===== config.mk =====
export PLATFORM = sky130hd
export DESIGN_NAME = udfc_top
export DESIGN_NICKNAME = d
export VERILOG_FILES = /design/src/rtl/udfc_pkg.sv /design/src/rtl/udfc_top.sv
export VERILOG_INCLUDE_DIRS = /design/src /design/src/rtl
export SDC_FILE = /design/constraint.sdc
export NUM_CORES = 1
export LEC_CHECK = 0
export BUFFER_PORTS_ARGS = -buffer_cell sky130_fd_sc_hd__buf_2
export CAP_MARGIN = 40
export CELL_PAD_IN_SITES_DETAIL_PLACEMENT = 0
export CELL_PAD_IN_SITES_GLOBAL_PLACEMENT = 2
export CORE_ASPECT_RATIO = 0.9
export CORE_UTILIZATION = 31
export DETAILED_ROUTE_END_ITERATION = 8
export GPL_TIMING_DRIVEN = 1
export PLACE_DENSITY_LB_ADDON = 0.15
export SLEW_MARGIN = 20
export SYNTH_ARGS = -nofsm -noshare
export SYNTH_HDL_FRONTEND = slang
export SYNTH_SLANG_ARGS = --single-unit

===== constraint.sdc =====
create_clock -name clock_in -period 1.5 [get_ports clock_in]
set_clock_uncertainty 0.1 [all_clocks]
set_input_delay 0.15 -clock clock_in [delete_from_list [all_inputs] [get_ports clock_in]]
set_output_delay 0.15 -clock clock_in [all_outputs]
set_load 0.01 [all_outputs]

===== src/rtl/udfc_params.svh =====
`ifndef UDFC_PARAMS_SVH
`define UDFC_PARAMS_SVH

// Register offsets on the management register port.
`define UDFC_OFS_UCAST 8'h83
`define UDFC_OFS_MCAST 8'h84
`define UDFC_OFS_VLAN 8'h85
`define UDFC_OFS_IPMC 8'h86
`define UDFC_OFS_GC19 8'h87

// Field positions.
`define UDFC_MAP_MSB 4
`define UDFC_EN_BIT 5
`define UDFC_SELF_BIT 6
`define UDFC_DRIVE_LSB 6
`define UDFC_RATE_LSB 4
`define UDFC_QEGR_BIT 3
`define UDFC_PVID_BIT 2

// Reset values of the map, drive and rate fields.
`define UDFC_RST_MAP 5'h00
`define UDFC_RST_DRIVE 2'h1
`define UDFC_RST_RATE 2'h1

// Unmapped reads return this value.
`define UDFC_RD_NONE 8'h00

`endif


===== src/rtl/udfc_pkg.sv =====
package udfc_pkg;

   // One lookup result handed over by the forwarding engine.
   typedef struct packed {
      logic self_src_match;
      logic unknown_vid;
      logic unknown_dest;
      logic is_multicast;
      logic is_ip_multicast;
      logic [4:0] resolved_map;
   } udfc_req_t;

   // Final egress decision.
   typedef struct packed {
      logic drop;
      logic [4:0] egress_map;
   } udfc_res_t;

   // One class enable with its port map.
   typedef struct packed {
      logic enable;
      logic [4:0] port_map;
   } udfc_cls_t;

endpackage : udfc_pkg


===== src/rtl/udfc_top.sv =====
`timescale 1ns/10ps
`include "udfc_params.svh"

module udfc_top (
   // Clock and reset.
   input wire logic clock_in,
   input wire logic reset_in,
   // Management register port.
   input wire logic [7:0] reg_addr_in,
   input wire logic reg_wr_in,
   input wire logic reg_rd_in,
   input wire logic [7:0] reg_wdata_in,
   output logic [7:0] reg_rdata_out,
   output logic reg_rvalid_out,
   // Lookup result from the forwarding engine.
   input wire logic req_valid_in,
   input wire udfc_pkg::udfc_req_t req_in,
   // Egress decision.
   output logic res_valid_out,
   output udfc_pkg::udfc_res_t res_out,
   // Configuration fields used by neighbouring logic.
   output logic [1:0] drive_strength_out,
   output logic [1:0] rate_period_out,
   output logic queue_egress_out,
   output logic pvid_select_out
);
   import udfc_pkg::*;

   ////////////////////////////////////////////////////////////////////////////
   // Register storage.

   udfc_cls_t ucast_cls;
   udfc_cls_t mcast_cls;
   udfc_cls_t vlan_cls;
   udfc_cls_t ipmc_cls;
   logic self_filter;

   wire hit_ucast = reg_addr_in == `UDFC_OFS_UCAST;
   wire hit_mcast = reg_addr_in == `UDFC_OFS_MCAST;
   wire hit_vlan = reg_addr_in == `UDFC_OFS_VLAN;
   wire hit_ipmc = reg_addr_in == `UDFC_OFS_IPMC;
   wire hit_gc19 = reg_addr_in == `UDFC_OFS_GC19;

   wire udfc_cls_t wr_cls = '{enable: reg_wdata_in[`UDFC_EN_BIT],
                              port_map: reg_wdata_in[`UDFC_MAP_MSB:0]};

   // Only writable fields are stored, so reserved bits cannot be changed.
   always_ff @(posedge clock_in or posedge reset_in) begin
      if (reset_in) begin
         ucast_cls <= '0;
         mcast_cls <= '0;
         vlan_cls <= '0;
         ipmc_cls <= '0;
         self_filter <= 1'b0;
         drive_strength_out <= `UDFC_RST_DRIVE;
         rate_period_out <= `UDFC_RST_RATE;
         queue_egress_out <= 1'b0;
         pvid_select_out <= 1'b0;
      end else if (reg_wr_in) begin
         if (hit_ucast) begin
            ucast_cls <= wr_cls;
         end else if (hit_mcast) begin
            mcast_cls <= wr_cls;
            drive_strength_out <= reg_wdata_in[`UDFC_DRIVE_LSB +: 2];
         end else if (hit_vlan) begin
            vlan_cls <= wr_cls;
         end else if (hit_ipmc) begin
            ipmc_cls <= wr_cls;
            self_filter <= reg_wdata_in[`UDFC_SELF_BIT];
         end else if (hit_gc19) begin
            rate_period_out <= reg_wdata_in[`UDFC_RATE_LSB +: 2];
            queue_egress_out <= reg_wdata_in[`UDFC_QEGR_BIT];
            pvid_select_out <= reg_wdata_in[`UDFC_PVID_BIT];
         end
      end
   end

   ////////////////////////////////////////////////////////////////////////////
   // Read path; reserved bits read as zero.

   wire [7:0] rd_ucast = {2'h0, ucast_cls.enable, ucast_cls.port_map};
   wire [7:0] rd_mcast = {drive_strength_out, mcast_cls.enable, mcast_cls.port_map};
   wire [7:0] rd_vlan = {2'h0, vlan_cls.enable, vlan_cls.port_map};
   wire [7:0] rd_ipmc = {1'b0, self_filter, ipmc_cls.enable, ipmc_cls.port_map};
   wire [7:0] rd_gc19 = {2'h0, rate_period_out, queue_egress_out, pvid_select_out, 2'h0};

   logic [7:0] next_rdata;
   always_comb begin
      if (hit_ucast) begin
         next_rdata = rd_ucast;
      end else if (hit_mcast) begin
         next_rdata = rd_mcast;
      end else if (hit_vlan) begin
         next_rdata = rd_vlan;
      end else if (hit_ipmc) begin
         next_rdata = rd_ipmc;
      end else if (hit_gc19) begin
         next_rdata = rd_gc19;
      end else begin
         next_rdata = `UDFC_RD_NONE;
      end
   end

   always_ff @(posedge clock_in or posedge reset_in) begin
      if (reset_in) begin
         reg_rdata_out <= 8'h00;
         reg_rvalid_out <= 1'b0;
      end else begin
         reg_rvalid_out <= reg_rd_in;
         if (reg_rd_in) begin
            reg_rdata_out <= next_rdata;
         end
      end
   end

   ////////////////////////////////////////////////////////////////////////////
   // Forwarding decision.

   // A VLAN miss outranks an address miss: the frame cannot be placed in any
   // domain, so its address lookup result is meaningless.
   wire self_drop = self_filter & req_in.self_src_match;
   wire use_vlan = vlan_cls.enable & req_in.unknown_vid;
   wire use_ipmc = ipmc_cls.enable & req_in.unknown_dest & req_in.is_ip_multicast;
   wire use_mcast = mcast_cls.enable & req_in.unknown_dest & req_in.is_multicast
                    & ~req_in.is_ip_multicast;
   wire use_ucast = ucast_cls.enable & req_in.unknown_dest & ~req_in.is_multicast;

   // Each map bit n is port n+1; zero means the frame goes nowhere.
   wire [4:0] next_map = use_vlan ? vlan_cls.port_map :
                         use_ipmc ? ipmc_cls.port_map :
                         use_mcast ? mcast_cls.port_map :
                         use_ucast ? ucast_cls.port_map :
                         req_in.resolved_map;
   wire next_drop = self_drop | (next_map == 5'h00);

   always_ff @(posedge clock_in or posedge reset_in) begin
      if (reset_in) begin
         res_valid_out <= 1'b0;
         res_out <= '0;
      end else begin
         res_valid_out <= req_valid_in;
         if (req_valid_in) begin
            res_out.drop <= next_drop;
            res_out.egress_map <= self_drop ? 5'h00 : next_map;
         end
      end
   end

endmodule : udfc_top


# After elaboration in Yosys (flattened, before gate mapping)
# Index checks and enable logic that the tools add are counted.
op_classes:
  eq_ne: 5
  reduce_logical: 6
  bitwise_logic: 16
  muxes: 10
op_table:
  columns: ["operator", "count"]
  rows:
  - ["$eq A8 B8 Y1 const B", 5]
  - ["$mux W5", 5]
  - ["$mux W8", 2]
  - ["$mux W7", 2]
  - ["$and A1 B1 Y1", 9]
  - ["$mux W6", 1]
  - ["$not A1 Y1", 6]
  - ["$reduce_and A6 Y1", 1]
  - ["$logic_not A5 Y1", 1]
  - ["$reduce_and A5 Y1", 1]
  - ["$reduce_and A4 Y1", 1]
  - ["$reduce_and A3 Y1", 1]
  - ["$reduce_and A2 Y1", 1]
  - ["$or A1 B1 Y1", 1]
word_totals:
  register_bits: 47
  out_inout_bits: 22
  elab_cells: 55
  input_bits: 31

# Longest topological paths before layout
logic_depth:
  word_depth: 8
  mapped_depth: 7
  mapped_depth_nobuf: 6

# Worst setup path after synthesis
# No wires, ideal clock.
synth_timing:
  path_kind: "register -> register"
  from: "register, netlist name rd_vlan[5]"
  to: "register res_out[5] (netlist name)"
  setup_time_ns: 0.120
  synth_period_minus_slack_ns: 1.647
  setup_slack_ns: -0.147
  t_arrival_ns: 1.426
  stages_incl_launch_ff: 8
  required_ns: 1.280
  path_buffers: 1
  path_cell_list: "dfrtp_1 > and2_1 > clkbuf_1 > nor3_1 > o31a_1 > a21oi_1 > and4_1 > o211a_1"
synth_between:
  elab_chain_cells: 4
synth_lines:
  columns: ["element", "line", "source"]
  rows:
  - ["$and A1 B1 Y1", "udfc_top.sv:122", "wire use_vlan = vlan_cls.enable & req_in.unknown_vid;"]
  - ["$mux W5", "udfc_top.sv:129", "wire [4:0] next_map = use_vlan ? vlan_cls.port_map :"]
  - ["$logic_not A5 Y1", "udfc_top.sv:134", "wire next_drop = self_drop | (next_map == 5'h00);"]
  - ["$or A1 B1 Y1", "udfc_top.sv:134", null]
  - ["end: declaration", "udfc_top.sv:20", "output udfc_pkg::udfc_res_t res_out,"]
# No other way between the ends.
# A chain may end at the register's enable or synchronous reset.

# Worst setup path in the final report
layout_timing:
  from: "register, netlist name rd_ucast[5]"
  to: "register res_out[5] (netlist name)"
layout_between:
  elab_chain_cells: 8
layout_lines:
  columns: ["element", "line", "source"]
  rows:
  - ["$and A1 B1 Y1 (2 in a row)", "udfc_top.sv:126", "wire use_ucast = ucast_cls.enable & req_in.unknown_dest & ~req_in.is_multicast;"]
  - ["$mux W5", "udfc_top.sv:132", "use_ucast ? ucast_cls.port_map :"]
  - ["$mux W5", "udfc_top.sv:131", "use_mcast ? mcast_cls.port_map :"]
  - ["$mux W5", "udfc_top.sv:130", "use_ipmc ? ipmc_cls.port_map :"]
  - ["$mux W5", "udfc_top.sv:129", null]
  - ["$logic_not A5 Y1", "udfc_top.sv:134", null]
  - ["$or A1 B1 Y1", "udfc_top.sv:134", null]
# No other way between the ends.

==> impl_metrics.toml <==
[outcome]
status = "finished, violations left"
violations = "negative setup slack"

[yosys]
ys.flop_type = "dfrtp_1"
synth_cells = 195
avgSynthCellArea_um2 = 11.7
yosys_warnings = 0
synth_top_cell_by_area = "dfrtp_1"
synth_top_area_frac = 0.492
syn_nets = 226
netlist_area_um2 = 2290
synth_edf_count = 0
synth_common_cells = "45 x dfrtp_1, 20 x mux2_2, 17 x mux2_1"
async_flop_share = 1.00
synth_most_common_cell = "dfrtp_1"
yosysUniqueCellTypes = 46
yosysSeqAreaShare = 0.515
ys_ff_latch = 47
synthTopCellsByArea = "dfrtp_1 49%, mux2_2 9.8%, mux2_1 8.4%"

[clock_tree]
root_buffer = "clkbuf_8"
clockBufferDepth = 2
path_clk_slew_ps = 90
htreeDepth = 2
cts_made_buffers = 5
insertion_delay_ps = 300
cts_tree = "done"
clock_sinks = 47

[sta]
clock.fmax_ghz = 0.594
finalCritPeriodShare = 1.12
hold_slack_ps = 10.1
setup_viol = 5
slew_violations = 0
timing.final.ws_setup_ps = -183
slew-limit-headroom = 0.743
rsz0062_at_grt = "yes"
tns_ps = -499
hold_viol_final = 0
worstMarginPinSlew_ps = 385
period_needed_ps = 1680

[floorplanning]
fp.dieW_um = 92.6
boundaryPins = 53
core_um2 = 7110
die_area_um2 = 7730
dieHeight_um = 83.5
std_cell_rows = 29
initial_utilization = 0.322

[placement]
placed_cells = 386
gp_congestion = 0.785
dp_hpwl_um = 5060
pre_cts_slack_ps = -298
numPortBuffers = 52

[hold_path]
hold_path_depth = 1
hold_path.startpoint = "reg_rd_in"
hold_path_class = "in2reg"
hold_end = "reg_rvalid_out$_DFF_PP0_"

[global_route]
top_usage_layer = "met2"
met2_usage = 0.300
grt_use_met1 = 0.238
grtUsageTotal = 0.178
grt_start_max_net_pins = 48
grt_pass1_vias = 2019
antenna_found_initial = 0
grtUsageMet3 = 0.0291
overflow = 0
grt_pass1_wl_um = 10300

[power]
power.leakage_nw = 1.71
p_per_area_nw_per_um2 = 836
irDropWorstVdd_mv = 0.475
power.total_mw = 2.80

[setup_path]
crit_fanout = 3
reg2reg_slack_ps = -180
crit_type = "reg2reg"
reg2reg_from = "rd_ucast[5]$_DFFE_PP0P_"
r2r-end = "res_out[5]$_DFFE_PP0P_"
critPathLaunchType = "flop"
arrival_ps = 1780
cp-end-kind = "flop"
reg2regPathDepth = 7
critPathRequiredTime_ps = 1600

[drt]
drt_wl_total_um = 6610
drt_first_pass_iters = 4
wire_per_inst_um = 16.4
antenna_left = 0
drc_errors = 0
dr.first_iter.drc_count = 60
vias = 1964
via_per_inst = 4.87

[final_layout]
num-nets-final = 340
area_growth_pct = 46.3
antennaDiodeCount = 0
drive_gt1_frac = 0.542
layout.cells.non_filler = 403

[job]
maxCapViolations = 0
cell usage in the layout (no fill, tap or decap), types with 2 or more instances in the layout:
cell and instances:
buf_4 53, buf_2 52, dfrtp_1 44, mux2_2 19
mux2_1 17, nor2_1 14, a21oi_1 9, inv_1 8
nand2_1 7, clkbuf_8 6, o21ai_1 5, nand3_1 4
a221oi_2 4, o22ai_1 4, dlygate4sd3_1 4, nand2_2 3
nor3_2 3, mux2i_1 3, inv_2 3, a222oi_1 3
nor3_4 2, o21ai_0 2, nor2_2 2, a22oi_2 2
and3_1 2, a211oi_1 2, dfstp_2 2
routing by layer:
layer  wire length (um)  share of wire
met2               3250           0.49
met4                 46         0.0070
met5                  0              0
met3                178          0.027
met1               3130           0.47
worst max-delay path: stages (launching register included):
cell and delay [ps]:
dfrtp_1 400, buf_4 160, inv_1 70, o21ai_1 140
a21oi_1 90, or3_1 300, a31o_1 220, o211a_1 110
worst max path at each step:
stage / start / end / depth (start not counted)
2_1_floorplan: rd_vlan[5]$_DFFE_PP0P_ / res_out[5]$_DFFE_PP0P_ / 7
3_3_place_gp: reg_addr_in[6] / mcast_cls[5]$_DFFE_PP0P_ / 7
3_5_place_dp: reg_addr_in[6] / mcast_cls[5]$_DFFE_PP0P_ / 7
4_1_cts: rd_ucast[5]$_DFFE_PP0P_ / res_out[5]$_DFFE_PP0P_ / 7
5_1_grt: rd_ucast[5]$_DFFE_PP0P_ / res_out[5]$_DFFE_PP0P_ / 7
6_report: rd_ucast[5]$_DFFE_PP0P_ / res_out[5]$_DFFE_PP0P_ / 7
cell type report:
type	count	area, um^2
clock buffers	6	82.6
clock inverters	2	35.0
fillers	708	3760
inverters	11	41.3
multi-input cells	133	1160
flip-flops and latches	47	1180
well taps	93	116
repair buffers	111	729
state kept, by name (all words and copies together), names as in the netlist:
| name | count |
|---|---|
| reg_rdata_out | 8 |
| ipmc_cls | 6 |
| mcast_cls | 6 |
| rd_ucast | 6 |
| rd_vlan | 6 |
| res_out | 6 |
| drive_strength_out | 2 |
| rate_period_out | 2 |
| pvid_select_out | 1 |
| queue_egress_out | 1 |
| reg_rvalid_out | 1 |
| res_valid_out | 1 |
| self_filter | 1 |
power breakdown:
part / internal [mW] / total, mW / switching, mW
Combinational: 0.219 / 0.437 / 0.217
Clock: 0.540 / 0.973 / 0.433
Sequential: 1.34 / 1.39 / 0.0516
Total: 2.10 / 2.80 / 0.702
cell families after synthesis:
group	count (synthesis)	share of synthesized area
AND/OR/NAND/NOR	52	0.135
flip-flops	47	0.515
multiplexers	41	0.205
AO/OA/AOI/OAI	40	0.120
buffers and inverters	15	0.0251
through the flow:
stage	utilization	area (um^2)
2_1_floorplan	-	2320
3_3_place_gp	0.430	3060
3_5_place_dp	0.430	3060
4_1_cts	0.457	3250
5_1_grt	0.471	3350
6_report	0.471	3350
repair_timing:
action | in CTS | in global routing
hold endpoints to repair | 49 | 0
hold buffers | 4 | 0
pin swaps | 7 | 2
setup buffers | 2 | 3
resized for setup | 8 | 16
setup endpoints to repair | 8 | 18
Note: power is estimated with default switching activity, not from simulation.
